## config.mk

```make
export PLATFORM = sky130hd
export DESIGN_NAME = pwm_output_diagnostic_record
export DESIGN_NICKNAME = d
export VERILOG_FILES = /design/src/pwm_diag_pkg.sv /design/src/pwm_output_diagnostic_record.sv
export SDC_FILE = /design/constraint.sdc
export NUM_CORES = 1
export LEC_CHECK = 0
export ABC_AREA = 0
export ABC_CLOCK_PERIOD_IN_PS = 5100
export BUFFER_PORTS_ARGS = -buffer_cell sky130_fd_sc_hd__buf_2
export CAP_MARGIN = 0
export CORE_MARGIN = 1.5
export CORE_UTILIZATION = 45
export CTS_CLUSTER_SIZE = 14
export DETAILED_ROUTE_END_ITERATION = 8
export GPL_TIMING_DRIVEN = 0
export PLACE_DENSITY = 0.59
export SYNTH_ARGS = -nofsm -noshare
export SYNTH_HDL_FRONTEND = slang
export SYNTH_SLANG_ARGS = --single-unit
```

## constraint.sdc

```tcl
create_clock -name sys_clk -period 5.1 [get_ports sys_clk]
set_input_delay 1.02 -clock sys_clk [delete_from_list [all_inputs] [get_ports sys_clk]]
set_output_delay 1.02 -clock sys_clk [all_outputs]
set_load 0.005 [all_outputs]
```

## src/pwm_diag_pkg.sv

```systemverilog
// package: constants and carriers for the pwm output diagnostic record
package pwm_diag_pkg;
    localparam int          REC_BYTES          = 20;
    localparam logic [7:0]  REC_FULL_NUM       = 8'h01;
    localparam logic [7:0]  REC_SHORT_NUM      = 8'h00;
    localparam logic [15:0] IDX_FULL           = 16'h2F01;
    localparam logic [15:0] IDX_SHORT          = 16'h2F00;
    localparam logic [15:0] IDX_ECAT           = 16'h5005;
    localparam int          SHORT_BYTES        = 4;
    localparam logic [7:0]  SUB_FIRST          = 8'h02;
    localparam logic [7:0]  SUB_CHFAULT_LAST   = 8'h11;
    localparam logic [7:0]  SUB_TIMESTAMP      = 8'h13;
    localparam int          POS_MODINFO        = 1;
    localparam int          POS_CHTYPE         = 4;
    localparam int          POS_BITS           = 5;
    localparam int          POS_COUNT          = 6;
    localparam int          POS_STAMP          = 16;
    localparam logic [3:0]  MODCLASS_DIGITAL   = 4'hF;
    localparam int          CHINFO_BIT         = 4;
    localparam logic [7:0]  MODINFO_RESET      = 8'h1F;
    localparam logic [6:0]  CHTYPE_DOUT        = 7'h72;
    localparam logic [7:0]  DIAG_BITS_VALUE    = 8'h00;
    localparam logic [7:0]  CHANNEL_COUNT      = 8'h02;
    localparam int          CLK_MHZ            = 100;
    localparam int          US_TICK_CYCLES     = CLK_MHZ;
    localparam int          PERIOD_MIN_NS      = 25000;
    localparam int          TIMEBASE_PS        = 20830;
    localparam int          PERIOD_MIN_COUNTS  = 1200;
    localparam int          PERIOD_MAX_COUNTS  = 8388607;
    localparam logic [31:0] PERIOD_RESET       = 32'h0000_1F40;

    typedef enum logic [1:0] {
        ACC_RECORD = 2'h0,
        ACC_INDEX  = 2'h1,
        ACC_SUBIDX = 2'h2
    } access_kind_t;

    typedef struct packed {
        access_kind_t kind;
        logic [15:0]  sel;
        logic [7:0]   sub;
        logic [4:0]   byte_ix;
    } diag_req_t;

    typedef struct packed {
        logic        ok;
        logic [4:0]  len;
        logic [7:0]  data;
    } diag_rsp_t;
endpackage

```

## src/pwm_output_diagnostic_record.sv

```systemverilog
// pwm output diagnostic record and two-channel pwm generator
`timescale 1ns/1ps

module pwm_output_diagnostic_record
    import pwm_diag_pkg::*;
#(
    parameter int NUM_CH = 2
) (
    input  wire logic               sys_clk,
    input  wire logic               rst_b,
    input  wire logic [NUM_CH-1:0]  period_wr,
    input  wire logic [31:0]        period_val,
    input  wire logic [NUM_CH-1:0]  pulse_wr,
    input  wire logic [31:0]        pulse_val,
    input  wire logic               diag_req_valid,
    input  wire diag_req_t          diag_req,
    output diag_rsp_t               diag_rsp,
    output logic                    diag_rsp_valid,
    output logic [NUM_CH-1:0]       pwm_out
);
    // one clock period in picoseconds, the step of the time-base accumulator
    localparam int TB_STEP_PS  = 10000;
    // widths of the helper counters
    localparam int US_DIV_W    = 7;
    localparam int TB_ACC_W    = 16;
    // the timestamp fills the record from its position to the end
    localparam int STAMP_BYTES = REC_BYTES - POS_STAMP;

    // the channel-count byte is fixed, so only two channels can be reported
    if (NUM_CH != 2) begin : g_bad_ch
        $error("channel count must be 2");
    end

    // the divider must be able to count one microsecond of clocks
    if (US_TICK_CYCLES > (1 << US_DIV_W)) begin : g_bad_div
        $error("microsecond divider too narrow");
    end

    // the accumulator must hold a whole time-base step plus one clock
    if ((TIMEBASE_PS + TB_STEP_PS) >= (1 << TB_ACC_W)) begin : g_bad_acc
        $error("time-base accumulator too narrow");
    end

    // a clock slower than the time base would skip ticks
    if (TB_STEP_PS > TIMEBASE_PS) begin : g_bad_step
        $error("clock too slow for the pwm time base");
    end

    // byte positions are five bits wide
    if (REC_BYTES > 32) begin : g_bad_rec
        $error("record longer than the byte index can reach");
    end

    logic [31:0]         us_count_q;
    logic [31:0]         us_count_d;
    logic [US_DIV_W-1:0] us_div_q;
    logic [US_DIV_W-1:0] us_div_d;
    logic [31:0]         stamp_q;
    logic [31:0]         stamp_d;
    logic [TB_ACC_W-1:0] tb_acc_q;
    logic [TB_ACC_W-1:0] tb_acc_d;
    logic                tb_tick;
    diag_rsp_t           rsp_q;
    diag_rsp_t           rsp_d;
    logic                rsp_v_q;
    logic                rsp_v_d;
    logic [4:0]          req_len;
    logic [4:0]          req_pos;
    logic                req_hit;

    // length of the object that a request selects; zero for anything unknown
    function automatic logic [4:0] obj_len(input diag_req_t r);
        logic [4:0] n;
        n = 5'h00;
        if (r.kind == ACC_RECORD) begin
            if (r.sel[7:0] == REC_FULL_NUM) begin
                n = 5'(REC_BYTES);
            end else if (r.sel[7:0] == REC_SHORT_NUM) begin
                n = 5'(SHORT_BYTES);
            end
        end else if (r.kind == ACC_INDEX) begin
            if (r.sel == IDX_FULL) begin
                n = 5'(REC_BYTES);
            end else if (r.sel == IDX_SHORT) begin
                n = 5'(SHORT_BYTES);
            end
        end else if (r.kind == ACC_SUBIDX && r.sel == IDX_ECAT) begin
            if (r.sub >= SUB_FIRST && r.sub <= SUB_CHFAULT_LAST) begin
                n = 5'h01;
            end else if (r.sub == SUB_TIMESTAMP) begin
                n = 5'(STAMP_BYTES);
            end
        end
        return n;
    endfunction

    // record position of the byte that a request asks for
    function automatic logic [4:0] obj_pos(input diag_req_t r);
        logic [4:0] p;
        p = r.byte_ix;
        if (r.kind == ACC_SUBIDX) begin
            if (r.sub == SUB_TIMESTAMP) begin
                p = 5'(POS_STAMP) + r.byte_ix;
            end else begin
                p = 5'(r.sub - SUB_FIRST);
            end
        end
        return p;
    endfunction

    function automatic logic [7:0] rec_byte(input logic [4:0] ix, input logic [31:0] st);
        logic [7:0] b;
        b = 8'h00;
        if (ix == 5'(POS_MODINFO)) begin
            b = {3'h0, 1'b1, MODCLASS_DIGITAL};
        end else if (ix == 5'(POS_CHTYPE)) begin
            b = {1'b0, CHTYPE_DOUT};
        end else if (ix == 5'(POS_BITS)) begin
            b = DIAG_BITS_VALUE;
        end else if (ix == 5'(POS_COUNT)) begin
            b = CHANNEL_COUNT;
        end else if (ix >= 5'(POS_STAMP) && ix < 5'(REC_BYTES)) begin
            b = st[8*(ix-5'(POS_STAMP)) +: 8];
        end
        return b;
    endfunction

    // free-running microsecond counter; wraps silently after 2^32 us
    always_comb begin
        us_div_d   = us_div_q + US_DIV_W'(1);
        us_count_d = us_count_q;
        if (us_div_q == US_DIV_W'(US_TICK_CYCLES - 1)) begin
            us_div_d   = '0;
            us_count_d = us_count_q + 32'h1;
        end
    end

    always_ff @(posedge sys_clk or negedge rst_b) begin
        if (!rst_b) begin
            us_count_q <= 32'h0;
            us_div_q   <= '0;
        end else begin
            us_count_q <= us_count_d;
            us_div_q   <= us_div_d;
        end
    end

    // pwm time base; the clock is no multiple of it, so ticks jitter by one clock
    always_comb begin
        tb_acc_d = tb_acc_q + TB_ACC_W'(TB_STEP_PS);
        tb_tick  = 1'b0;
        if ({16'h0, tb_acc_q} + 32'(TB_STEP_PS) >= 32'(TIMEBASE_PS)) begin
            tb_acc_d = TB_ACC_W'({16'h0, tb_acc_q} + 32'(TB_STEP_PS) - 32'(TIMEBASE_PS));
            tb_tick  = 1'b1;
        end
    end

    always_ff @(posedge sys_clk or negedge rst_b) begin
        if (!rst_b) begin
            tb_acc_q <= '0;
        end else begin
            tb_acc_q <= tb_acc_d;
        end
    end

    // record access; no interrupt path exists, the record is only answered on request
    always_comb begin
        req_len = obj_len(diag_req);
        req_pos = obj_pos(diag_req);
        req_hit = diag_req_valid && (req_len != 5'h00) && (diag_req.byte_ix < req_len);
        rsp_d   = '0;
        rsp_v_d = diag_req_valid;
        stamp_d = stamp_q;
        // the record is generated whenever any request asks for byte index zero, refused or not
        if (diag_req_valid && diag_req.byte_ix == 5'h00) begin
            stamp_d = us_count_q;
        end
        // refused requests still answer, with ok low and data zero
        if (req_hit) begin
            rsp_d.ok   = 1'b1;
            rsp_d.len  = req_len;
            rsp_d.data = rec_byte(req_pos, stamp_d);
        end
    end

    always_ff @(posedge sys_clk or negedge rst_b) begin
        if (!rst_b) begin
            stamp_q <= 32'h0;
            rsp_q   <= '0;
            rsp_v_q <= 1'b0;
        end else begin
            stamp_q <= stamp_d;
            rsp_q   <= rsp_d;
            rsp_v_q <= rsp_v_d;
        end
    end

    // pwm channels, one copy of the same logic each
    for (genvar c = 0; c < NUM_CH; c++) begin : g_ch
        logic [31:0] period_q;
        logic [31:0] period_d;
        logic [31:0] pulse_q;
        logic [31:0] pulse_d;
        logic [31:0] phase_q;
        logic [31:0] phase_d;
        logic        out_q;
        logic        out_d;
        logic        period_ok;

        always_comb begin
            period_ok = (period_val >= 32'(PERIOD_MIN_COUNTS))
                        && (period_val <= 32'(PERIOD_MAX_COUNTS));
            period_d  = period_q;
            pulse_d   = pulse_q;
            phase_d   = phase_q;
            // short periods are dropped and the old period is kept
            if (period_wr[c] && period_ok) begin
                period_d = period_val;
            end
            if (pulse_wr[c]) begin
                pulse_d = pulse_val;
            end
            // a shortened period restarts the phase instead of running to wrap
            if (tb_tick) begin
                if (phase_q + 32'h1 >= period_q) begin
                    phase_d = 32'h0;
                end else begin
                    phase_d = phase_q + 32'h1;
                end
            end
            if (pulse_q >= period_q) begin
                out_d = 1'b1;
            end else begin
                out_d = (phase_q < pulse_q);
            end
        end

        always_ff @(posedge sys_clk or negedge rst_b) begin
            if (!rst_b) begin
                period_q <= PERIOD_RESET;
                pulse_q  <= 32'h0;
                phase_q  <= 32'h0;
                out_q    <= 1'b0;
            end else begin
                period_q <= period_d;
                pulse_q  <= pulse_d;
                phase_q  <= phase_d;
                out_q    <= out_d;
            end
        end

        assign pwm_out[c] = out_q;
    end

    assign diag_rsp       = rsp_q;
    assign diag_rsp_valid = rsp_v_q;
endmodule

```

After elaboration in Yosys (flattened, before gate mapping)
Cells that the tools add are included.
{"block": "op_classes", "shift": 1, "n_lt_le_gt_ge": 14, "eq_ne": 12, "reduce_logical": 13, "add_sub_neg": 10, "muxes": 25}
{"cell": ">= comparator 32 bit", "count": 4}
{"cell": "adder 32 x 1 -> 32 bit (second input constant)", "count": 3}
{"cell": "2-to-1 mux 32 bit", "count": 3}
{"cell": "less-than comparator 32 bit", "count": 2}
{"cell": "2-to-1 mux 8 bit", "count": 5}
{"cell": "indexed part select 32 x 33 -> 8 bit", "count": 1}
{"cell": "== test 16 x 14 -> 1 bit (second input constant)", "count": 2}
{"cell": ">= comparator 32 x 11 -> 1 bit (second input constant)", "count": 1}
{"cell": "less-or-equal comparator 32 x 23 -> 1 bit (second input constant)", "count": 1}
{"cell": "2-to-1 mux 5 bit", "count": 6}
{"cell": "adder 16 x 14 -> 17 bit (second input constant)", "count": 1}
{"cell": ">= comparator 17 x 15 -> 1 bit (second input constant)", "count": 1}
{"cell": "adder 16 x 14 -> 16 bit (second input constant)", "count": 1}
{"cell": "== test 16 x 15 -> 1 bit (second input constant)", "count": 1}
{"cell": "2-to-1 mux 16 bit", "count": 1}
{"cell": "subtractor 16 x 15 -> 16 bit (second input constant)", "count": 1}
{"cell": "== test 5 x 3 -> 1 bit (second input constant)", "count": 3}
{"cell": "2-to-1 mux 3 bit", "count": 5}
{"cell": "2-to-1 mux 14 bit", "count": 1}
{"cell": "logical AND 1 bit", "count": 9}
{"cell": "== test 8 x 1 -> 1 bit (second input constant)", "count": 1}
{"cell": "== test 8 x 5 -> 1 bit (second input constant)", "count": 1}
{"cell": ">= comparator 8 x 2 -> 1 bit (second input constant)", "count": 1}
{"cell": "less-or-equal comparator 8 x 5 -> 1 bit (second input constant)", "count": 1}
{"cell": "other kinds (17)", "count": 19}
{"block": "totals", "inputBits": 102, "register_bits": 296, "wordCells": 91, "output_inout_bits": 17}

Longest topological paths before layout
{"block": "logic_depth", "ltp_word": 11, "mapped_depth": 19, "ltp_nobuf": 16}

Least setup slack after synthesis
No wires, ideal clock.
{"block": "synth_timing", "kind": "reg-to-reg", "from": "register g_ch[1].phase_q[0]", "to": "register g_ch[1].phase_q[0]", "setup_ns": 0.065, "path_slack_ns": 1.242, "synth_period_minus_slack_ns": 3.858, "t_arrival_ns": 3.793, "path_stages_with_launch": 18, "cell_sequence": "dfrtp_1 ha_1 nand3_4 nor4_4 nand3_4 or4_4 buf_6 nor2_1 xor2_1 ha_1 nor2b_1 o21ai_0 a21oi_1 o22ai_1 o211ai_1 nor2_1 clkbuf_1 mux2_2"}
{"block": "synth_via", "elab_chain_len": 3}
{"item": "start, declared", "line": "pwm_output_diagnostic_record.sv:204", "text": "logic [31:0] phase_q;"}
{"item": "start signal, assigned", "line": "pwm_output_diagnostic_record.sv:247", "text": "phase_q <= phase_d;"}
{"item": "adder 32 x 1 -> 32 bit *", "line": "pwm_output_diagnostic_record.sv:225, pwm_output_diagnostic_record.sv:228"}
{"item": ">= comparator 32 bit", "line": "pwm_output_diagnostic_record.sv:225", "text": "if (phase_q + 32'h1 >= period_q) begin"}
{"item": "2-to-1 mux 32 bit *", "line": "pwm_output_diagnostic_record.sv:225"}
Every way passes the cells marked *; elsewhere a longest branch is shown, timed or not.
A chain may end at the register's enable or synchronous reset.

Worst setup path after layout
Same ends and word-level chain as after synthesis.

==> results.sh <==
export IMPL_cts_root_buf="clkbuf_16"
export IMPL_hp_class="primary input to async pin"
export IMPL_worstSetupEndpointType="flop"
export IMPL_finalHoldViolCount=0
export IMPL_rsz0062_at_grt="false"
export IMPL_rows=73
export IMPL_drc=0
export IMPL_synth_ff_type="dfrtp_1"
export IMPL_cp_data_arrival_time_ns=5.16
export IMPL_netlist_instances=1932
export IMPL_gr_total_overflow=0
export IMPL_tightestPinTransition_ns=1.042
export IMPL_cp_slowest_cell="or4_4"
export IMPL_wl_per_cell_um=18.18
export IMPL_clkTransAtPathRegs_ns=0.05
export IMPL_synthArstFlopShare=1.000
export IMPL_die_x_um=203.3
export IMPL_yosys_area_top_type_share=0.3894
export IMPL_status="completed"
export IMPL_startpoint_type="flop"
export IMPL_max_freq_mhz=213.7
export IMPL_final_cell_mix="281 x dfrtp_1, 235 x nand2_1, 200 x ha_1"
export IMPL_crit_fanout=10
export IMPL_r2r_slack_ns=0.42
export IMPL_clk_latency_ns=0.56
export IMPL_initial_core_util=0.4556
export IMPL_synth_avg_cell_area_um2=9.347
export IMPL_core_mm2=0.03964
export IMPL_yosysTopAreaCell="dfrtp_1"
export IMPL_slew_viol_final=0
export IMPL_synth_distinct_cells=75
export IMPL_path_cells="ha_1 > nand3_4 > nor4_4 > nand3_4 > or4_4 > buf_6 > nor2_1 > xor2_1 > ha_1 > nor2b_1 > o21ai_0 > a21oi_1 > o22ai_1 > o211ai_1 > buf_4 > nor2_1 > clkbuf_2 > mux2_2"
export IMPL_vias_per_cell=5.518
export IMPL_grt_pass1_vias=14770
export IMPL_antennaDiodeCount=0
export IMPL_hpwl_um=37030
export IMPL_antenna_found_initial=0
export IMPL_critical_path_max_stage_delay_ns=0.55
export IMPL_ys_ff_latch=293
export IMPL_gp_congestion=0.9037
export IMPL_ant_nets=0
export IMPL_port_buffers=114
export IMPL_ioPinCount=119
export IMPL_dp_cells=2574
export IMPL_final_common_cell="dfrtp_1"
export IMPL_num_fill_cells=3655
export IMPL_fin_worst_skew_ns=0.02118
export IMPL_nets=2391
export IMPL_layoutNonFillerInstCount=2641
export IMPL_grt_max_degree=116
export IMPL_cellPowerDensity_mw_per_mm2=272.9
export IMPL_die_area_mm2=0.04134
export IMPL_cts_tree="done"
export IMPL_holdBufCountCts=0
export IMPL_drive_gt1_frac=0.1285
export IMPL_die_h_um=203.3
export IMPL_worst_setup_path_type="flop to flop"
export IMPL_cts_buffer_depth=3
export IMPL_required_ns=5.58
export IMPL_synth_area_leaders="dfrtp_1 39%, ha_1 14%, o21ai_0 5.4%"
export IMPL_cts_made_buffers=36
export IMPL_grt_pass1_wl_um=77960
export IMPL_num_vias=14570
export IMPL_fin_ws_ns=0.4212
export IMPL_yosysWarnings=0
export IMPL_synth_edf_count=0
export IMPL_syn_area_mm2=0.01806
export IMPL_drv_cap=0
export IMPL_fin_crit_sh=0.9174
export IMPL_peakVddDrop_mv=0.1645
export IMPL_final_setup_viol_count=0
export IMPL_syn2layout_area_growth_pct=14.21
export IMPL_drtIter0Drc=760
export IMPL_p_leak_nw=10.75
export IMPL_cts_max_level=2
export IMPL_ys_seq_area_frac=0.4068
export IMPL_wl_um=48010
export IMPL_fin_crit_ns=4.679
export IMPL_grt_use_total=0.2398
export IMPL_max_slew_margin=0.3056
export IMPL_place_ws_ns=0.03933
export IMPL_dr_pass1_iters=5
export IMPL_clock_sinks=293
## worst max-delay path: cells and delay by family, from the launching register on
kind / cells / cell delay (ns)
adder cells (fa/ha/maj): 2 / 0.60
AO/OA/AOI/OAI: 4 / 0.61
buffers and inverters: 3 / 0.66
multiplexers: 1 / 0.21
XOR/XNOR: 1 / 0.20
flip-flops: 1 / 0.46
AND/OR/NAND/NOR: 7 / 1.88
## final cells by class
type | count | area [um2] | share of cell area
buffer | 74 | 319.1 | 0.01547
clock buffer | 51 | 1018 | 0.04938
clock inverter | 14 | 234.0 | 0.01134
inverter | 149 | 559.3 | 0.02712
multi-input combinational | 1417 | 9839 | 0.4771
sequential | 293 | 7347 | 0.3562
tap | 525 | 656.9 | 0.03185
timing repair buffer | 118 | 650.6 | 0.03155
## cell families after synthesis
kind of cell,after synthesis,synth area share
adders and majority gates,200,0.1386
xor gates and xnor gates,114,0.05529
buffers and inverters,223,0.04850
other,1,0.0002077
muxes,55,0.03319
and+or+nand+nor,591,0.1603
AOI/OAI and AO/OA,455,0.1571
DFF,293,0.4068
## power by group
| group | internal, mW | leakage, nW | switching [mW] |
|---|---|---|---|
| Sequential | 2.40 | 3.59 | 0.0387 |
| Combinational | 0.165 | 6.55 | 0.290 |
| Clock | 1.70 | 0.610 | 1.03 |
| Total | 4.26 | 10.8 | 1.36 |
## worst paths after layout
kind,startpoint,end,cells after the start
max,g_ch[1].phase_q[0],g_ch[1].phase_q[0],18
min,rst_b,diag_rsp[12],1
max reg2reg,g_ch[1].phase_q[0],g_ch[1].phase_q[0],18
min reg2reg,us_div_q[0],us_div_q[0],1
max in group asynchronous,rst_b,g_ch[1].period_q[7],3
min in group sys_clk,us_div_q[0],us_div_q[0],1
## routing by layer
layer,GRT usage,share of wire
met1,0.3079,0.44
met2,0.4063,0.47
met3,0.03627,0.047
met4,0.09392,0.039
met5,0,0
## sequential cells by signal (all words and copies together) (netlist names)
signal and flops:
g_ch.period_q 64, g_ch.phase_q 64, g_ch.pulse_q 64, stamp_q 32
us_count_q 32, tb_acc_q 15, diag_rsp 12, us_div_q 7
g_ch.out_q 2, diag_rsp_valid 1
## metrics by stage
stage	utilization	cell area, um2	power, mW	TNS [ns]	hold slack, ns
3_3_place_gp	0.4866	19290	2.912	-771.47	0.4477
5_1_grt	0.5203	20620	5.863	0	0.4657
2_1_floorplan	-	18060	2.714	0	0.4329
3_5_place_dp	0.4883	19350	2.934	0	0.4592
4_1_cts	0.5199	20610	5.696	0	0.4496
6_report	0.5203	20620	5.629	0	0.4226
## timing repair
item                                    4_1_cts  5_1_grt
resized for setup                             0        4
buffers inserted                              0        2
endpoints found under the setup margin        0       30
## cells in the mapped netlist (8+ instances only)
cell type and instances:
dfstp_2 12, o211ai_1 10, a21oi_1 62, ha_1 200, nor2b_1 11, nor4_1 9, and3_1 23, xor2_1 30
nand2b_1 16, o21a_1 8, nand4_1 49, nand2_1 235, inv_1 149, buf_2 10, or2_2 12, nand3_1 51
mux2i_1 16, or3_1 12, a211oi_1 15, nor2_1 101, o21ai_0 196, mux2_2 39, a21o_1 82, dfrtp_1 281
and2_1 14, nor3_1 22, and4_1 8, clkbuf_1 54, xnor2_1 84, a22o_1 17, a31oi_1 8
Note: power is estimated with default switching activity, not from simulation.
